## config.mk

```make
export PLATFORM = sky130hd
export DESIGN_NAME = cdpwm_ctrl
export DESIGN_NICKNAME = d
export VERILOG_FILES = /design/src/core/cdpwm_pkg.sv /design/src/core/cdpwm_ctrl.sv
export VERILOG_INCLUDE_DIRS = /design/src /design/src/core
export SDC_FILE = /design/constraint.sdc
export NUM_CORES = 1
export LEC_CHECK = 0
export BUFFER_PORTS_ARGS = -buffer_cell sky130_fd_sc_hd__buf_2
export CAP_MARGIN = 20
export CORE_AREA = 2 2 139 141
export CTS_CLUSTER_DIAMETER = 30
export DETAILED_ROUTE_END_ITERATION = 10
export DIE_AREA = 0 0 141 143
export GPL_ROUTABILITY_DRIVEN = 1
export PLACE_DENSITY = 0.66
export SLEW_MARGIN = 20
export SYNTH_ARGS = -nofsm -noshare
export SYNTH_HDL_FRONTEND = slang
export SYNTH_SLANG_ARGS = --single-unit
```

## constraint.sdc

```tcl
create_clock -name ref_clk_in -period 7.2 [get_ports ref_clk_in]
set_clock_uncertainty 0.05 [all_clocks]
set_input_delay 2.16 -clock ref_clk_in [delete_from_list [all_inputs] [get_ports ref_clk_in]]
set_output_delay 2.16 -clock ref_clk_in [all_outputs]
set_load 0.005 [all_outputs]
```

## src/core/cdpwm_regs.svh

```systemverilog
// register offsets, field values, reset values and duty and gain constants of the pwm mode control
// assumes byte registers reached through a decoded register port
`ifndef CDPWM_REGS_SVH
`define CDPWM_REGS_SVH
`define CDPWM_OFS_SWMOD 8'h02
`define CDPWM_OFS_PWRREQ 8'h03
`define CDPWM_OFS_CHPH 8'h53
`define CDPWM_OFS_PINFN 8'h60
`define CDPWM_OFS_PINSEL 8'h64
`define CDPWM_OFS_PWRST 8'h68
`define CDPWM_OFS_MDPH 8'h6A
`define CDPWM_OFS_SSEN 8'h6B
`define CDPWM_OFS_SSFR 8'h6C
`define CDPWM_OFS_TWARN 8'h73
`define CDPWM_OFS_TFB_ATT 8'h74
`define CDPWM_OFS_TFB_RATE 8'h75
`define CDPWM_RST_SWMOD 8'h00
`define CDPWM_RST_PWRREQ 8'h00
`define CDPWM_RST_ZERO 8'h00
`define CDPWM_SS_ON 8'h03
`define CDPWM_PINFN_SYNC 8'h01
`define CDPWM_PINSEL_SYNC 8'h01
`define CDPWM_GAIN_FULL 8'hFF
`define CDPWM_DUTY_HALF 8'h80
`define CDPWM_DUTY_IDLE1S 8'h2B
`endif

```

## src/core/cdpwm_pkg.sv

```systemverilog
// types shared by the pwm mode control
// assumes the constants header for numbers
package cdpwm_pkg;
  typedef enum logic [3:0] {
    CDPWM_DEEP = 4'h1,
    CDPWM_SLEEP = 4'h2,
    CDPWM_HIZ = 4'h4,
    CDPWM_PLAY = 4'h8
  } cdpwm_pwr_t;
  typedef struct packed {
    logic [7:0] addr;
    logic [7:0] wdata;
    logic wr;
  } cdpwm_bus_t;
  typedef struct packed {
    logic pos_a;
    logic neg_a;
    logic pos_b;
    logic neg_b;
  } cdpwm_out_t;
endpackage : cdpwm_pkg

```

## src/core/cdpwm_ctrl.sv

```systemverilog
// pwm mode control: routing, spread spectrum, phase sync, thermal foldback, power state, modulation
// assumes a synchronous byte register port and synchronous audio clock and sync inputs
//
// Function
// - paralleled output feeds the single amplifier from the left frame
// - spread spectrum on when 0x6B holds 0x03; 0x6C picks frequency and range
// - triangle index 0-3 is 24k, 4-7 is 48k; ranges 5,10,20,25 percent
// - bit 0 of 0x53 turns the 180 degree channel offset on and off
// - 0x6A selects one of four phases, successive ones 45 degrees apart
// - clock return after arming aligns phase with no further register action
// - pin made sync input through 0x60 and 0x64, then phase and enable set
// - play request while armed holds hiz and reports it in 0x68
// - rising sync edge moves armed device to play with phase fixed
// - four temperature thresholds reported in bits 0 to 3 of 0x73
// - warning lowers gain stepwise, more for higher levels
// - below warning the gain ramps back gradually
// - foldback amount and attack and release rates programmable
// - 0x03 bits 1:0 select deep sleep, sleep, hiz or play
// - deep sleep keeps control and dsp state; play code returns to play
// - sleep keeps control, core, memory and regulator powered
// - hiz tri-states only the output drivers
// - bits 1:0 of 0x02 select bd, single-side or hybrid modulation
// - bd: outputs in phase at zero, duty split around half
// - single-side idles near 17 percent, falling side clamps to ground
// - hybrid adjusts duty from signal level and supply
// - bit 2 of 0x02 chooses paralleled or dual bridged output
// - bits 6 to 4 of 0x02 set switching frequency
`timescale 1ns/10ps
`include "cdpwm_regs.svh"
module cdpwm_ctrl #(
  parameter int CARRIER_W = 8
) (
  input wire logic ref_clk_in,
  input wire logic resetn_in,
  input wire cdpwm_pkg::cdpwm_bus_t reg_bus_in,
  output logic [7:0] reg_rdata_out,
  input wire logic audio_clk_run_in,
  input wire logic sync_pin_in,
  input wire logic [3:0] temp_level_in,
  input wire logic signed [7:0] left_sample_in,
  input wire logic signed [7:0] right_sample_in,
  input wire logic [7:0] signal_level_in,
  input wire logic [7:0] supply_level_in,
  output cdpwm_pkg::cdpwm_out_t pwm_out,
  output cdpwm_pkg::cdpwm_out_t pwm_oe_out,
  output logic [2:0] fsw_sel_out,
  output logic ss_enable_out,
  output logic ss_tri_48k_out,
  output logic [1:0] ss_range_out,
  output logic [7:0] gain_out,
  output logic core_on_out,
  output logic regulator_on_out
);
  if (CARRIER_W != 8) begin : g_bad_carrier
    $error("carrier width must be 8");
  end

  // ------------------------------------------------------------
  // state
  // ------------------------------------------------------------
  typedef struct packed {
    logic [7:0] swmod;
    logic [7:0] pwrreq;
    logic [7:0] chph;
    logic [7:0] pinfn;
    logic [7:0] pinsel;
    logic [7:0] mdph;
    logic [7:0] ssen;
    logic [7:0] ssfr;
    logic [7:0] tfb_att;
    logic [7:0] tfb_rate;
    cdpwm_pkg::cdpwm_pwr_t pwr;
    logic aclk_d;
    logic sync_d;
    logic aligned;
    logic [7:0] carrier;
    logic [7:0] rate_cnt;
    logic [7:0] gain;
    logic [3:0] twarn;
    logic [7:0] rdata;
    cdpwm_pkg::cdpwm_out_t pwm;
    cdpwm_pkg::cdpwm_out_t oe;
  } cdpwm_state_t;

  cdpwm_state_t s_reg;
  cdpwm_state_t s_next;

  logic [1:0] ph_idx;
  logic sync_armed;
  logic gpio_mode;
  logic [7:0] att_target;
  logic [7:0] gain_floor;
  logic [7:0] car_a;
  logic [7:0] car_b;
  logic [7:0] duty_l;
  logic [7:0] duty_r;
  logic [7:0] pwr_code;
  logic signed [7:0] smp_b;

  assign ph_idx = s_reg.mdph[3:2];
  assign sync_armed = (s_reg.mdph[1:0] == 2'h3);
  assign gpio_mode = (s_reg.pinfn == `CDPWM_PINFN_SYNC) && (s_reg.pinsel == `CDPWM_PINSEL_SYNC);

  // higher warning levels ask for more attenuation
  always_comb begin
    att_target = 8'h00;
    if (s_reg.twarn[3]) att_target = s_reg.tfb_att;
    else if (s_reg.twarn[2]) att_target = {1'b0, s_reg.tfb_att[7:1]} + {2'b00, s_reg.tfb_att[7:2]};
    else if (s_reg.twarn[1]) att_target = {1'b0, s_reg.tfb_att[7:1]};
    else if (s_reg.twarn[0]) att_target = {2'b00, s_reg.tfb_att[7:2]};
    gain_floor = `CDPWM_GAIN_FULL - att_target;
  end

  // duty from a signed sample: half scale at zero except in single-side mode, which idles at CDPWM_DUTY_IDLE1S
  function automatic logic [7:0] cdpwm_duty(input logic signed [7:0] smp, input logic [1:0] mode,
                                            input logic [7:0] lvl, input logic [7:0] sup);
    logic [7:0] d;
    d = smp + 8'sh80;
    if (mode == 2'h1) d = (smp == 8'sh00) ? `CDPWM_DUTY_IDLE1S : d;
    if (mode == 2'h2) d = (lvl > sup) ? d : (d >> 1) + 8'h40;
    return d;
  endfunction : cdpwm_duty

  always_comb begin
    duty_l = cdpwm_duty(left_sample_in, s_reg.swmod[1:0], signal_level_in, supply_level_in);
    duty_r = s_reg.swmod[2] ? duty_l
                            : cdpwm_duty(right_sample_in, s_reg.swmod[1:0], signal_level_in, supply_level_in);
    smp_b = s_reg.swmod[2] ? left_sample_in : right_sample_in;
    car_a = s_reg.carrier + {1'b0, ph_idx, 5'h00};
    car_b = s_reg.chph[0] ? car_a + 8'h80 : car_a;
  end

  // ------------------------------------------------------------
  // next state
  // ------------------------------------------------------------
  always_comb begin
    s_next = s_reg;
    s_next.aclk_d = audio_clk_run_in;
    s_next.sync_d = sync_pin_in;
    s_next.twarn = temp_level_in;
    if (reg_bus_in.wr) begin
      case (reg_bus_in.addr)
        `CDPWM_OFS_SWMOD: s_next.swmod = reg_bus_in.wdata;
        `CDPWM_OFS_PWRREQ: s_next.pwrreq = reg_bus_in.wdata;
        `CDPWM_OFS_CHPH: s_next.chph = reg_bus_in.wdata;
        `CDPWM_OFS_PINFN: s_next.pinfn = reg_bus_in.wdata;
        `CDPWM_OFS_PINSEL: s_next.pinsel = reg_bus_in.wdata;
        `CDPWM_OFS_MDPH: begin
          s_next.mdph = reg_bus_in.wdata;
          s_next.aligned = 1'b0;
        end
        `CDPWM_OFS_SSEN: s_next.ssen = reg_bus_in.wdata;
        `CDPWM_OFS_SSFR: s_next.ssfr = reg_bus_in.wdata;
        `CDPWM_OFS_TFB_ATT: s_next.tfb_att = reg_bus_in.wdata;
        `CDPWM_OFS_TFB_RATE: s_next.tfb_rate = reg_bus_in.wdata;
        default: ;
      endcase
    end
    // power state follows the request; an armed gpio sync holds hiz until the edge
    case (s_reg.pwrreq[1:0])
      2'h0: s_next.pwr = cdpwm_pkg::CDPWM_DEEP;
      2'h1: s_next.pwr = cdpwm_pkg::CDPWM_SLEEP;
      2'h2: s_next.pwr = cdpwm_pkg::CDPWM_HIZ;
      default: begin
        if (sync_armed && gpio_mode && !s_reg.aligned) begin
          s_next.pwr = cdpwm_pkg::CDPWM_HIZ;
          if (sync_pin_in && !s_reg.sync_d) begin
            s_next.aligned = 1'b1;
            s_next.carrier = 8'h00;
            s_next.pwr = cdpwm_pkg::CDPWM_PLAY;
          end
        end else begin
          s_next.pwr = cdpwm_pkg::CDPWM_PLAY;
        end
      end
    endcase
    // clock return after arming restarts the carrier at the common origin
    if (sync_armed && !gpio_mode && audio_clk_run_in && !s_reg.aclk_d) begin
      s_next.carrier = 8'h00;
      s_next.aligned = 1'b1;
    end else if (audio_clk_run_in) begin
      s_next.carrier = s_reg.carrier + 8'h01;
    end
    // foldback ramp: attack and release each step one count per rate period
    if (s_reg.rate_cnt == 8'h00) begin
      s_next.rate_cnt = (s_reg.gain > gain_floor) ? {4'h0, s_reg.tfb_rate[3:0]} : {4'h0, s_reg.tfb_rate[7:4]};
      if (s_reg.gain > gain_floor) s_next.gain = s_reg.gain - 8'h01;
      else if (s_reg.gain < gain_floor) s_next.gain = s_reg.gain + 8'h01;
    end else begin
      s_next.rate_cnt = s_reg.rate_cnt - 8'h01;
    end
    // register readback
    case (reg_bus_in.addr)
      `CDPWM_OFS_SWMOD: s_next.rdata = s_reg.swmod;
      `CDPWM_OFS_PWRREQ: s_next.rdata = s_reg.pwrreq;
      `CDPWM_OFS_CHPH: s_next.rdata = s_reg.chph;
      `CDPWM_OFS_PINFN: s_next.rdata = s_reg.pinfn;
      `CDPWM_OFS_PINSEL: s_next.rdata = s_reg.pinsel;
      `CDPWM_OFS_PWRST: s_next.rdata = pwr_code;
      `CDPWM_OFS_MDPH: s_next.rdata = s_reg.mdph;
      `CDPWM_OFS_SSEN: s_next.rdata = s_reg.ssen;
      `CDPWM_OFS_SSFR: s_next.rdata = s_reg.ssfr;
      `CDPWM_OFS_TWARN: s_next.rdata = {4'h0, s_reg.twarn};
      `CDPWM_OFS_TFB_ATT: s_next.rdata = s_reg.tfb_att;
      `CDPWM_OFS_TFB_RATE: s_next.rdata = s_reg.tfb_rate;
      default: s_next.rdata = 8'h00;
    endcase
    // pwm stage
    if (s_reg.swmod[1:0] == 2'h1) begin
      s_next.pwm.pos_a = (left_sample_in >= 0) ? (car_a < duty_l) : 1'b0;
      s_next.pwm.neg_a = (left_sample_in < 0) ? (car_a < (8'h00 - duty_l)) : 1'b0;
      s_next.pwm.pos_b = (smp_b >= 0) ? (car_b < duty_r) : 1'b0;
      s_next.pwm.neg_b = (smp_b < 0) ? (car_b < (8'h00 - duty_r)) : 1'b0;
    end else begin
      s_next.pwm.pos_a = car_a < duty_l;
      s_next.pwm.neg_a = car_a < (8'h00 - duty_l);
      s_next.pwm.pos_b = car_b < duty_r;
      s_next.pwm.neg_b = car_b < (8'h00 - duty_r);
    end
    s_next.oe = (s_next.pwr == cdpwm_pkg::CDPWM_PLAY) ? 4'hF : 4'h0;
  end

  always_comb begin
    case (s_reg.pwr)
      cdpwm_pkg::CDPWM_DEEP: pwr_code = 8'h00;
      cdpwm_pkg::CDPWM_SLEEP: pwr_code = 8'h01;
      cdpwm_pkg::CDPWM_HIZ: pwr_code = 8'h02;
      default: pwr_code = 8'h03;
    endcase
  end

  // ------------------------------------------------------------
  // registers
  // ------------------------------------------------------------
  always_ff @(posedge ref_clk_in) begin
    if (!resetn_in) begin
      s_reg <= '0;
      s_reg.pwr <= cdpwm_pkg::CDPWM_DEEP;
      s_reg.gain <= `CDPWM_GAIN_FULL;
    end else begin
      s_reg <= s_next;
    end
  end

  always_ff @(posedge ref_clk_in) begin
    if (!resetn_in) begin
      reg_rdata_out <= 8'h00;
      pwm_out <= '0;
      pwm_oe_out <= '0;
      fsw_sel_out <= 3'h0;
      ss_enable_out <= 1'b0;
      ss_tri_48k_out <= 1'b0;
      ss_range_out <= 2'h0;
      gain_out <= `CDPWM_GAIN_FULL;
      core_on_out <= 1'b0;
      regulator_on_out <= 1'b0;
    end else begin
      reg_rdata_out <= s_next.rdata;
      pwm_out <= s_next.pwm;
      pwm_oe_out <= s_next.oe;
      fsw_sel_out <= s_next.swmod[6:4];
      ss_enable_out <= (s_next.ssen == `CDPWM_SS_ON);
      ss_tri_48k_out <= s_next.ssfr[2];
      ss_range_out <= s_next.ssfr[1:0];
      gain_out <= s_next.gain;
      core_on_out <= (s_next.pwr != cdpwm_pkg::CDPWM_DEEP);
      regulator_on_out <= 1'b1;
    end
  end

  // ------------------------------------------------------------
  // checks
  // ------------------------------------------------------------
  property p_ss_on;
    @(posedge ref_clk_in) disable iff (!resetn_in)
      (reg_bus_in.wr && reg_bus_in.addr == `CDPWM_OFS_SSEN && reg_bus_in.wdata == `CDPWM_SS_ON) |=> ss_enable_out;
  endproperty
  a_ss_on: assert property (p_ss_on) else $error("spread not enabled");
  property p_hiz_oe;
    @(posedge ref_clk_in) disable iff (!resetn_in)
      (s_reg.pwr != cdpwm_pkg::CDPWM_PLAY) |-> (pwm_oe_out == 4'h0);
  endproperty
  a_hiz_oe: assert property (p_hiz_oe) else $error("drivers on outside play");
  property p_play_oe;
    @(posedge ref_clk_in) disable iff (!resetn_in)
      (s_reg.pwr == cdpwm_pkg::CDPWM_PLAY) |-> (pwm_oe_out == 4'hF);
  endproperty
  a_play_oe: assert property (p_play_oe) else $error("drivers off in play");
  property p_deep_core;
    @(posedge ref_clk_in) disable iff (!resetn_in)
      (s_reg.pwr == cdpwm_pkg::CDPWM_DEEP) |-> !core_on_out && (pwm_oe_out == 4'h0);
  endproperty
  a_deep_core: assert property (p_deep_core) else $error("core or drivers on in deep sleep");
  property p_clk_align;
    @(posedge ref_clk_in) disable iff (!resetn_in)
      (sync_armed && !gpio_mode && audio_clk_run_in && !s_reg.aclk_d)
        |=> (s_reg.carrier == 8'h00) && s_reg.aligned;
  endproperty
  a_clk_align: assert property (p_clk_align) else $error("carrier not realigned on clock return");
  property p_ss_range;
    @(posedge ref_clk_in) disable iff (!resetn_in)
      (reg_bus_in.wr && reg_bus_in.addr == `CDPWM_OFS_SSFR)
        |=> (ss_tri_48k_out == $past(reg_bus_in.wdata[2])) && (ss_range_out == $past(reg_bus_in.wdata[1:0]));
  endproperty
  a_ss_range: assert property (p_ss_range) else $error("spread selection wrong");
  property p_gpio_hold;
    @(posedge ref_clk_in) disable iff (!resetn_in)
      (sync_armed && gpio_mode && !s_reg.aligned && s_reg.pwrreq[1:0] == 2'h3 && !sync_pin_in && !reg_bus_in.wr)
        |=> (s_reg.pwr == cdpwm_pkg::CDPWM_HIZ);
  endproperty
  a_gpio_hold: assert property (p_gpio_hold) else $error("left hiz before sync edge");
  property p_edge_play;
    @(posedge ref_clk_in) disable iff (!resetn_in)
      (sync_armed && gpio_mode && s_reg.pwrreq[1:0] == 2'h3 && $rose(sync_pin_in) && !reg_bus_in.wr)
        |=> (s_reg.pwr == cdpwm_pkg::CDPWM_PLAY);
  endproperty
  a_edge_play: assert property (p_edge_play) else $error("no play on sync edge");
  property p_twarn;
    @(posedge ref_clk_in) disable iff (!resetn_in)
      ##1 (s_reg.twarn == $past(temp_level_in));
  endproperty
  a_twarn: assert property (p_twarn) else $error("warning flags wrong");
  property p_gain_step;
    @(posedge ref_clk_in) disable iff (!resetn_in)
      ##1 (s_reg.gain - $past(s_reg.gain) == 8'h00 || s_reg.gain - $past(s_reg.gain) == 8'h01
           || $past(s_reg.gain) - s_reg.gain == 8'h01);
  endproperty
  a_gain_step: assert property (p_gain_step) else $error("gain jumped");
  property p_sleep_core;
    @(posedge ref_clk_in) disable iff (!resetn_in)
      (s_reg.pwr == cdpwm_pkg::CDPWM_SLEEP) |-> core_on_out && regulator_on_out;
  endproperty
  a_sleep_core: assert property (p_sleep_core) else $error("core off in sleep");
  property p_pwr_code;
    @(posedge ref_clk_in) disable iff (!resetn_in)
      (reg_bus_in.addr == `CDPWM_OFS_PWRST && !reg_bus_in.wr && s_reg.pwr == cdpwm_pkg::CDPWM_HIZ
       && $stable(s_reg.pwr)) |=> (reg_rdata_out == 8'h02);
  endproperty
  a_pwr_code: assert property (p_pwr_code) else $error("power state readback wrong");
  c_play: cover property (@(posedge ref_clk_in) s_reg.pwr == cdpwm_pkg::CDPWM_PLAY);
  c_sync: cover property (@(posedge ref_clk_in) s_reg.aligned);
  c_fold: cover property (@(posedge ref_clk_in) s_reg.gain < `CDPWM_GAIN_FULL);
  c_hiz: cover property (@(posedge ref_clk_in) s_reg.pwr == cdpwm_pkg::CDPWM_HIZ);
  c_shift: cover property (@(posedge ref_clk_in) s_reg.chph[0] && s_reg.pwr == cdpwm_pkg::CDPWM_PLAY);
endmodule : cdpwm_ctrl

```

==> results of run 1 <==
-- logic make-up after synthesis --
logic type | share of synthesized area [%]
buffers and inverters | 5.56
AOI/OAI and AO/OA | 22.3
and+or+nand+nor | 23.5
muxes | 3.20
xor gates and xnor gates | 3.20
DFF | 31.9
adders and majority gates | 10.3
-- area by class of cell --
class	count	share of cell area (%)
diodes	1	0.0268
clock buffers	17	4.56
clock inverters	15	1.92
inverters	32	1.29
multi-input cells	774	55.2
flip-flops and latches	131	28.1
well taps	234	3.14
repair buffers	101	5.75
-- routing by layer --
metal  track usage [%]  up-vias  routed length, um
li1                  -     3739                  -
met3              4.33       46               1270
met5                 0        -                  0
met2              36.8      250              10500
met1              30.5     3602              10500
met4              8.79        0                538
-- Yosys cell counts (all sizes together) (10+ instances only) --
master  count  area, um^2
a21oi      37         189
mux2i      15         150
nor2       54         203
ha         62         776
and3       10        62.6
inv        32         120
clkbuf     50         188
a221oi     13         114
nor2b      12        75.1
nand3      91         455
buf        21         149
nor3       10        55.1
a21boi     86         649
a31oi      10        62.6
nand4      10        62.6
o21ai      32         160
nand2     156         586
xnor2      19         166
xor2       11        96.3
dfxtp     131        2620
a22oi      20         150
-- power by group --
| part | total, W | switching (W) | internal [W] |
|---|---|---|---|
| registers | 0.000793 | 0.0000333 | 0.000760 |
| clock network | 0.000883 | 0.000385 | 0.000499 |
| logic | 0.000562 | 0.000302 | 0.000260 |
-- placed cells by master, fill, tap and decap left out, types with 13 or more instances in the layout --
cell / Yosys / routed
a21oi_1: 36 / 36
xnor2_1: 19 / 19
mux2i_1: 15 / 15
a221oi_1: 13 / 13
clkbuf_16: 0 / 17
nor2_1: 54 / 54
a22oi_1: 20 / 20
buf_2: 2 / 89
inv_1: 31 / 31
nand3_1: 91 / 91
ha_1: 62 / 62
dfxtp_1: 131 / 131
o21ai_0: 30 / 30
a21boi_0: 85 / 85
nand2_1: 156 / 156
-- worst min-delay path, stage by stage (launching register included) --
cell	delay, ns
dfxtp_1	0.31
nand2_1	0.04
a21boi_0	0.06
-- worst paths after layout --
check | from | end | depth (start not counted)
hold reg to reg | s_reg[72]$_SDFFE_PN0P_ | s_reg[72]$_SDFFE_PN0P_ | 2
hold / removal | s_reg[72]$_SDFFE_PN0P_ | s_reg[72]$_SDFFE_PN0P_ | 2
setup / recovery | supply_level_in[7] | pwm_out[2]$_SDFF_PN0_ | 17
setup reg to reg | s_reg[61]$_SDFFE_PN0P_ | gain_out[7]$_SDFFE_PN1P_ | 23
-- metrics by stage --
stage / power, W / utilization, % / cell area (um^2)
floorplan: 0.00125 / - / 8220
global placement: 0.00136 / 46.9 / 8710
detailed placement: 0.00138 / 46.9 / 8710
CTS: 0.00226 / 50.1 / 9320
global route: 0.00236 / 50.2 / 9320
finish: 0.00224 / 50.2 / 9320
==> impl_metrics.ini, run 1 <==
[status]
status = complete, no violations

[clocking]
cts_resized = 0
insertion_delay_ns = 0.43
cts_buffers = 17
cts.reportedPaths.clkPinSlew_ns = 0.06
cts_hold_buf = 0
postCtsSetupRepairBufs = 0
clock-sinks = 131
clockRootBuffer = clkbuf_16
cts-htree-levels = 4
ctsLongestPathBuffers = 2
cts_tree = yes

[grt]
antenna_found_initial = 1
grt_pass1_wl_um = 36500
grtUsageTotal_pct = 22.8
grt_max_degree = 70
overflow = 0
grt_pass1_vias = 7111

[critical_path]
crit_path_cell_trace = buf_2 -> inv_1 -> ha_1 -> nand4_1 -> a31o_2 -> or2_4 -> or3_1 -> o21ai_0 -> ha_1 -> and3_1 -> nand3_1 -> xor2_1 -> ha_1 -> and4_1 -> nand2_1 -> nand3_1 -> a31oi_1
path_max_fanout = 21
cp-end-kind = register
cp.arrival_ns = 5.42
critPathBufInv = 2
cp_data_required_time_ns = 7.49
crit_top_cell = ha_1
crit_family = simple AND/OR/NAND/NOR gates
worst_path_max_delay_cell = a31o_2
slowest_delay_ns = 0.35
r2r_slack_ns = 2.07
worst_setup_path_start_kind = primary input
path_class = primary input to register

[route]
routedWlPerCell_um = 17.5
ant_nets = 0
dr.first_iter.drc_count = 553
drtPass1Iterations = 5
finalWirelength_um = 22800
drc = 0
vias = 7637
vias_per_cell = 5.85

[synthesis]
syn_area_per_cell_um2 = 8.15
ys_types = 75
synth_area_um2 = 8220
ys.flop_type = dfxtp_1
ys_warn_count = 0
async_flop_share_pct = 0
syn_nets = 1130
ys_seq_area_share_pct = 31.9
synth_cells = 1008
ys_ff_latch = 131
synth_edf_count = 0

[timing]
slew_viol_final = 0
fin_ws_ns = 2.07
hold_violations = 0
tns_ns = 0
slew_headroom_pct = 26.8
layout_min_cycle_time_ns = 5.13
fmax_mhz = 195
rsz0062_at_grt = false
worstMarginPinSlew_ns = 1.09
fin_hold_ws_ns = 0.411
min_period_over_period_pct = 71.2
setup_viol = 0

[die]
dieHeight_um = 143
io_pins = 90
die_x_um = 141
coreArea_um2 = 18600
num_rows = 50
start_util_pct = 44.2
dieArea_um2 = 20200

[run]
cap_violations = 0

[power]
p_leak_nw = 3.67
vdd_ir_drop_max_mv = 0.179
powerDensity_nw_per_um2 = 240

[finish]
area_delta_synth_final_pct = 13.4
multi_input_area_um2 = 5140
drive_gt1_share_pct = 14.6
final_cells = 1305
largest_register_ffs = 105
nets = 1179
fill_cells = 1778
seqCellArea_um2 = 2620

[placed_design]
place_worst_setup_slack_ns = 1.65
dp_hpwl_um = 16200
gp_congestion = 0.934
place_inst = 1272
io_buffer_count = 89

[worst_hold_path]
min_path_type = register to register
Note: power is estimated with default switching activity, not from simulation.
==> run 2, diff against run 1 <==
- PLACE_DENSITY: 0.66 -> 0.68
- clock period: 7.2 -> 4.35 ns (I/O delays scaled with it)
==> run 2 against run 1 <==
The run now ends with negative setup slack left. First-iteration DRC count is 22% higher. Worst hold slack better by 0.0017 ns. Critical path depth is 7 higher. Final cell count is 3.6% higher. Design area is 5.6% higher. Register-to-register slack worse by 2.1 ns. Routed wire length is 1.5% higher. Count of clock-buffer cells in the layout is 1 higher. Power is 73% higher. Largest cell class unchanged. Highest routed layer unchanged.
==> impl_metrics.ini, run 2 (synthesis results as in run 1) <==
[status]
status = finished, violations left
violations = negative setup slack

[die]
die_x_um = 141
start_util_pct = 44.2
num_rows = 50
coreArea_um2 = 18600
dieHeight_um = 143
dieArea_um2 = 20200
io_pins = 90

[route]
dr.first_iter.drc_count = 672
drtPass1Iterations = 5
finalWirelength_um = 23200
ant_nets = 0
vias_per_cell = 5.79
routed.top_layer = met4
met1Wirelength_um = 10400
met3WireLength_um = 1510
drc = 0
vias = 7823
wl_met2_um = 10900
routedWlPerCell_um = 17.1

[critical_path]
worst_setup_path_start_kind = register
path_max_fanout = 4
r2r_start = s_reg[61]$_SDFFE_PN0P_
worst_path_max_delay_cell = fa_2
crit_path_cell_trace = buf_4 -> fa_2 -> a21o_1 -> a21oi_2 -> inv_1 -> a21oi_2 -> o21bai_1 -> xor2_1 -> a211oi_1 -> a21oi_1 -> ha_1 -> a21o_1 -> a21oi_2 -> buf_4 -> a21oi_4 -> ha_1 -> a21o_1 -> a21oi_2 -> nand2b_4 -> a21boi_2 -> o41ai_2 -> xnor2_1 -> and3_1 -> o21ai_0
startpoint = s_reg[61]$_SDFFE_PN0P_
slowest_delay_ns = 0.38
cp.arrival_ns = 4.61
cp-end-kind = register
crit_top_cell = a21oi_2
cp_data_required_time_ns = 4.59
path_class = register to register

[finish]
nets = 1227
largest_register_ffs = 105
diodes = 0
final_cell_mix = nand2_1 (156), dfxtp_1 (129), nand3_1 (90)
fill_cells = 1766
drive_gt1_share_pct = 20.7
final_common_cell = nand2_1
area_delta_synth_final_pct = 19.8
final_cells = 1352

[placed_design]
place_inst = 1317
dp_hpwl_um = 16900
io_buffer_count = 89
gp_congestion = 0.886
place_worst_setup_slack_ns = -0.169

[clocking]
cts_tree = yes
ctsLongestPathBuffers = 2
clock-sinks = 131
cts-htree-levels = 4
cts.reportedPaths.clkPinSlew_ns = 0.06
cts_buffers = 17
clockRootBuffer = clkbuf_16
insertion_delay_ns = 0.42
cts_hold_buf = 0

[timing]
slew_viol_final = 0
fmax_mhz = 229
rsz0062_at_grt = true
layout_min_cycle_time_ns = 4.37
fin_ws_ns = -0.0188
setup_viol = 1
min_period_over_period_pct = 100
worstMarginPinSlew_ns = 0.718
slew_headroom_pct = 51.8
hold_violations = 0

[grt]
grt_pass1_wl_um = 37400
grt_max_degree = 71
antenna_found_initial = 0
grtUsageTotal_pct = 23.1
grt_pass1_vias = 7441
overflow = 0

[worst_hold_path]
min_path_type = register to register
worstHoldStart = s_reg[108]$_SDFFE_PN0P_

[power]
p_leak_nw = 3.91
power_w = 0.00387
vdd_ir_drop_max_mv = 0.290
powerDensity_nw_per_um2 = 393

[run]
cap_violations = 0
-- run 2: cell count changes in the layout (fill, tap and decap cells not counted), moves of 4 or more --
cell,previous run,this run
buf_4,12,59
a21oi_1,36,31
ha_4,0,6
ha_1,62,54
a21oi_2,1,5
inv_1,31,27
-- run 2: where the power goes --
| part | switching [W] | total, W | internal, W |
|---|---|---|---|
| combinational | 0.000574 | 0.00113 | 0.000560 |
| sequential | 0.0000581 | 0.00132 | 0.00126 |
| clock | 0.000568 | 0.00142 | 0.000851 |
| total | 0.00120 | 0.00387 | 0.00267 |
-- run 2: metal layers --
metal / up-vias / track usage [%]
met2: 266 / 38.2
met5: - / 0
li1: 3824 / -
met1: 3701 / 31.2
met3: 32 / 4.09
met4: 0 / 6.68
-- run 2: timing repair --
action / in CTS / in global routing
buffers inserted: 1 / 2
resized for setup: 7 / 5
setup endpoints to repair: 2 / 4
gates cloned: 0 / 0
pin swaps: 15 / 4
-- run 2: worst max-delay path: cells and delay by family, from the launching register on --
family,cells,cell delay [ns]
AOI/OAI and AO/OA,14,1.87
and+or+nand+nor,2,0.31
buffers and inverters,3,0.35
adders and majority gates,3,0.98
xor gates and xnor gates,2,0.32
DFF,1,0.36
-- run 2: worst paths after layout --
check	to	slack [ns]	cells past startpoint
worst max-delay path	gain_out[7]$_SDFFE_PN1P_	-0.02	24
worst min-delay path	s_reg[108]$_SDFFE_PN0P_	0.41	2
worst max register to register	gain_out[7]$_SDFFE_PN1P_	-0.02	24
worst min register to register	s_reg[108]$_SDFFE_PN0P_	0.41	2
-- run 2: final cells by class --
type                    instances  area (um^2)  share of cell area [%]
multi-input cells             774         5300                    53.9
flip-flops and latches        131         2630                    26.7
repair buffers                149          908                    9.23
clock buffers                  18          429                    4.36
well taps                     234          293                    2.97
clock inverters                14          150                    1.53
inverters                      32          133                    1.35
-- run 2: stage by stage --
step | utilization (%) | area (um^2) | hold slack [ns] | setup TNS (ns)
after floorplan | - | 8360 | 0.393 | -0.0781
after global placement | 49.5 | 9200 | 0.400 | -0.118
after detailed placement | 49.5 | 9200 | 0.406 | -0.508
after CTS | 52.8 | 9810 | 0.415 | -0.00217
after global routing | 53.0 | 9840 | 0.436 | -0.778
final | 53.0 | 9840 | 0.413 | -0.0188
==> run 3, diff against run 2 <==
- SETUP_SLACK_MARGIN: default -> 0.1
==> run 3 against run 2 <==
The flow still finishes with violations (negative setup slack). Non-clock buffer count is 3 higher. Critical path type unchanged. Clock power is 6% higher. Combinational power is 6% higher.
==> impl_metrics.ini, run 3 (synthesis results as in run 1) <==
[die]
dieArea_um2 = 20200
io_pins = 90
dieHeight_um = 143
die_x_um = 141
num_rows = 50
coreArea_um2 = 18600
start_util_pct = 44.2

[timing]
rsz0062_at_grt = true
tns_ns = -0.00225
fmax_mhz = 230
worstMarginPinSlew_ns = 0.696
min_period_over_period_pct = 100
layout_min_cycle_time_ns = 4.35
slew_viol_final = 0
setup_viol = 1
slew_headroom_pct = 53.3
fin_ws_ns = -0.00225
hold_violations = 0

[placed_design]
io_buffer_count = 89
gp_congestion = 0.889
place_inst = 1313
dp_hpwl_um = 16400
place_worst_setup_slack_ns = -0.0871

[clocking]
clock-sinks = 131
clockRootBuffer = clkbuf_16
cts_tree = yes
cts_hold_buf = 0
insertion_delay_ns = 0.42
ctsLongestPathBuffers = 2
cts_buffers = 17
cts.reportedPaths.clkPinSlew_ns = 0.06
cts-htree-levels = 4

[grt]
grt_pass1_wl_um = 36300
grt_max_degree = 57
grt_pass1_vias = 7107
overflow = 0
grtUsageTotal_pct = 22.6
antenna_found_initial = 0

[finish]
area_delta_synth_final_pct = 20.8
final_cells = 1355
final_cell_mix = nand2_1 (156), dfxtp_1 (129), nand3_1 (90)
nets = 1230
finish.utilization_pct = 53.4
diodes = 0
largest_register_ffs = 105
drive_gt1_share_pct = 21.4
final_common_cell = nand2_1

[status]
violations = negative setup slack
status = finished, violations left

[power]
vdd_ir_drop_max_mv = 0.307
p_leak_nw = 3.96
power_w = 0.00402
powerDensity_nw_per_um2 = 405

[critical_path]
worst_setup_path_start_kind = register
cp.arrival_ns = 4.61
path_class = register to register
cp_data_required_time_ns = 4.61
cp-end-kind = register
path_max_fanout = 5

[route]
drtPass1Iterations = 5
vias_per_cell = 5.76
vias = 7811
ant_nets = 0
finalWirelength_um = 22900
routedWlPerCell_um = 16.9
dr.first_iter.drc_count = 722
drc = 0

[run]
cap_violations = 0

[worst_hold_path]
min_path_type = register to register
## run 3: worst max-delay path: stages (launching register included)
cell	delay [ns]
dfxtp_4	0.36
buf_6	0.12
fa_2	0.38
a21o_1	0.20
a21oi_2	0.15
inv_1	0.06
a21oi_2	0.10
o21bai_1	0.09
xor2_1	0.14
a211oi_1	0.23
a21oi_1	0.07
ha_1	0.32
a21o_1	0.13
a21oi_2	0.05
buf_4	0.14
a21oi_4	0.23
ha_4	0.23
a21o_1	0.16
a21oi_2	0.16
nand2b_4	0.15
a21boi_4	0.06
o41ai_2	0.24
xnor2_1	0.18
and3_1	0.18
o21ai_1	0.06
## run 3: path summary, 6_finish.rpt
check / end / cells past startpoint / slack (ns) / from
worst min-delay path: s_reg[108]$_SDFFE_PN0P_ / 2 / 0.42 / s_reg[108]$_SDFFE_PN0P_
worst max-delay path: gain_out[7]$_SDFFE_PN1P_ / 24 / -0.002 / s_reg[61]$_SDFFE_PN0P_
worst min register to register: s_reg[108]$_SDFFE_PN0P_ / 2 / 0.42 / s_reg[108]$_SDFFE_PN0P_
worst max register to register: gain_out[7]$_SDFFE_PN1P_ / 24 / -0.002 / s_reg[61]$_SDFFE_PN0P_
## run 3: per-stage QoR
stage / hold WS [ns] / area [um^2]
detailed placement: 0.408 / 9170
global placement: 0.400 / 9170
floorplan: 0.393 / 8360
CTS: 0.416 / 9870
finish: 0.416 / 9930
global route: 0.438 / 9930
## run 3: final cells by class
| type | instances | area (um^2) |
|---|---|---|
| fillers | 1723 | 8650 |
| multi-input cells | 774 | 5320 |
| flip-flops and latches | 131 | 2630 |
| repair buffers | 152 | 938 |
| clock buffers | 19 | 453 |
| well taps | 234 | 293 |
| clock inverters | 13 | 161 |
| inverters | 32 | 133 |
## run 3: what timing repair did
item	in CTS	in global routing
resized for setup	9	10
setup buffers	6	5
endpoints found under the setup margin	2	6
pin swaps	17	6
endpoints found under the hold margin	0	0
## run 3: where the power goes
group | internal [W] | switching, W
combinational | 0.000618 | 0.000582
clock | 0.000897 | 0.000603
sequential | 0.00126 | 0.0000602
## run 3: metal layers
layer	GRT usage, %	vias to the layer above	routed length, um
met5	0	-	0
met4	7.42	0	446
met3	2.92	33	1160
met2	36.8	233	10600
met1	31.1	3698	10700
li1	-	3847	-
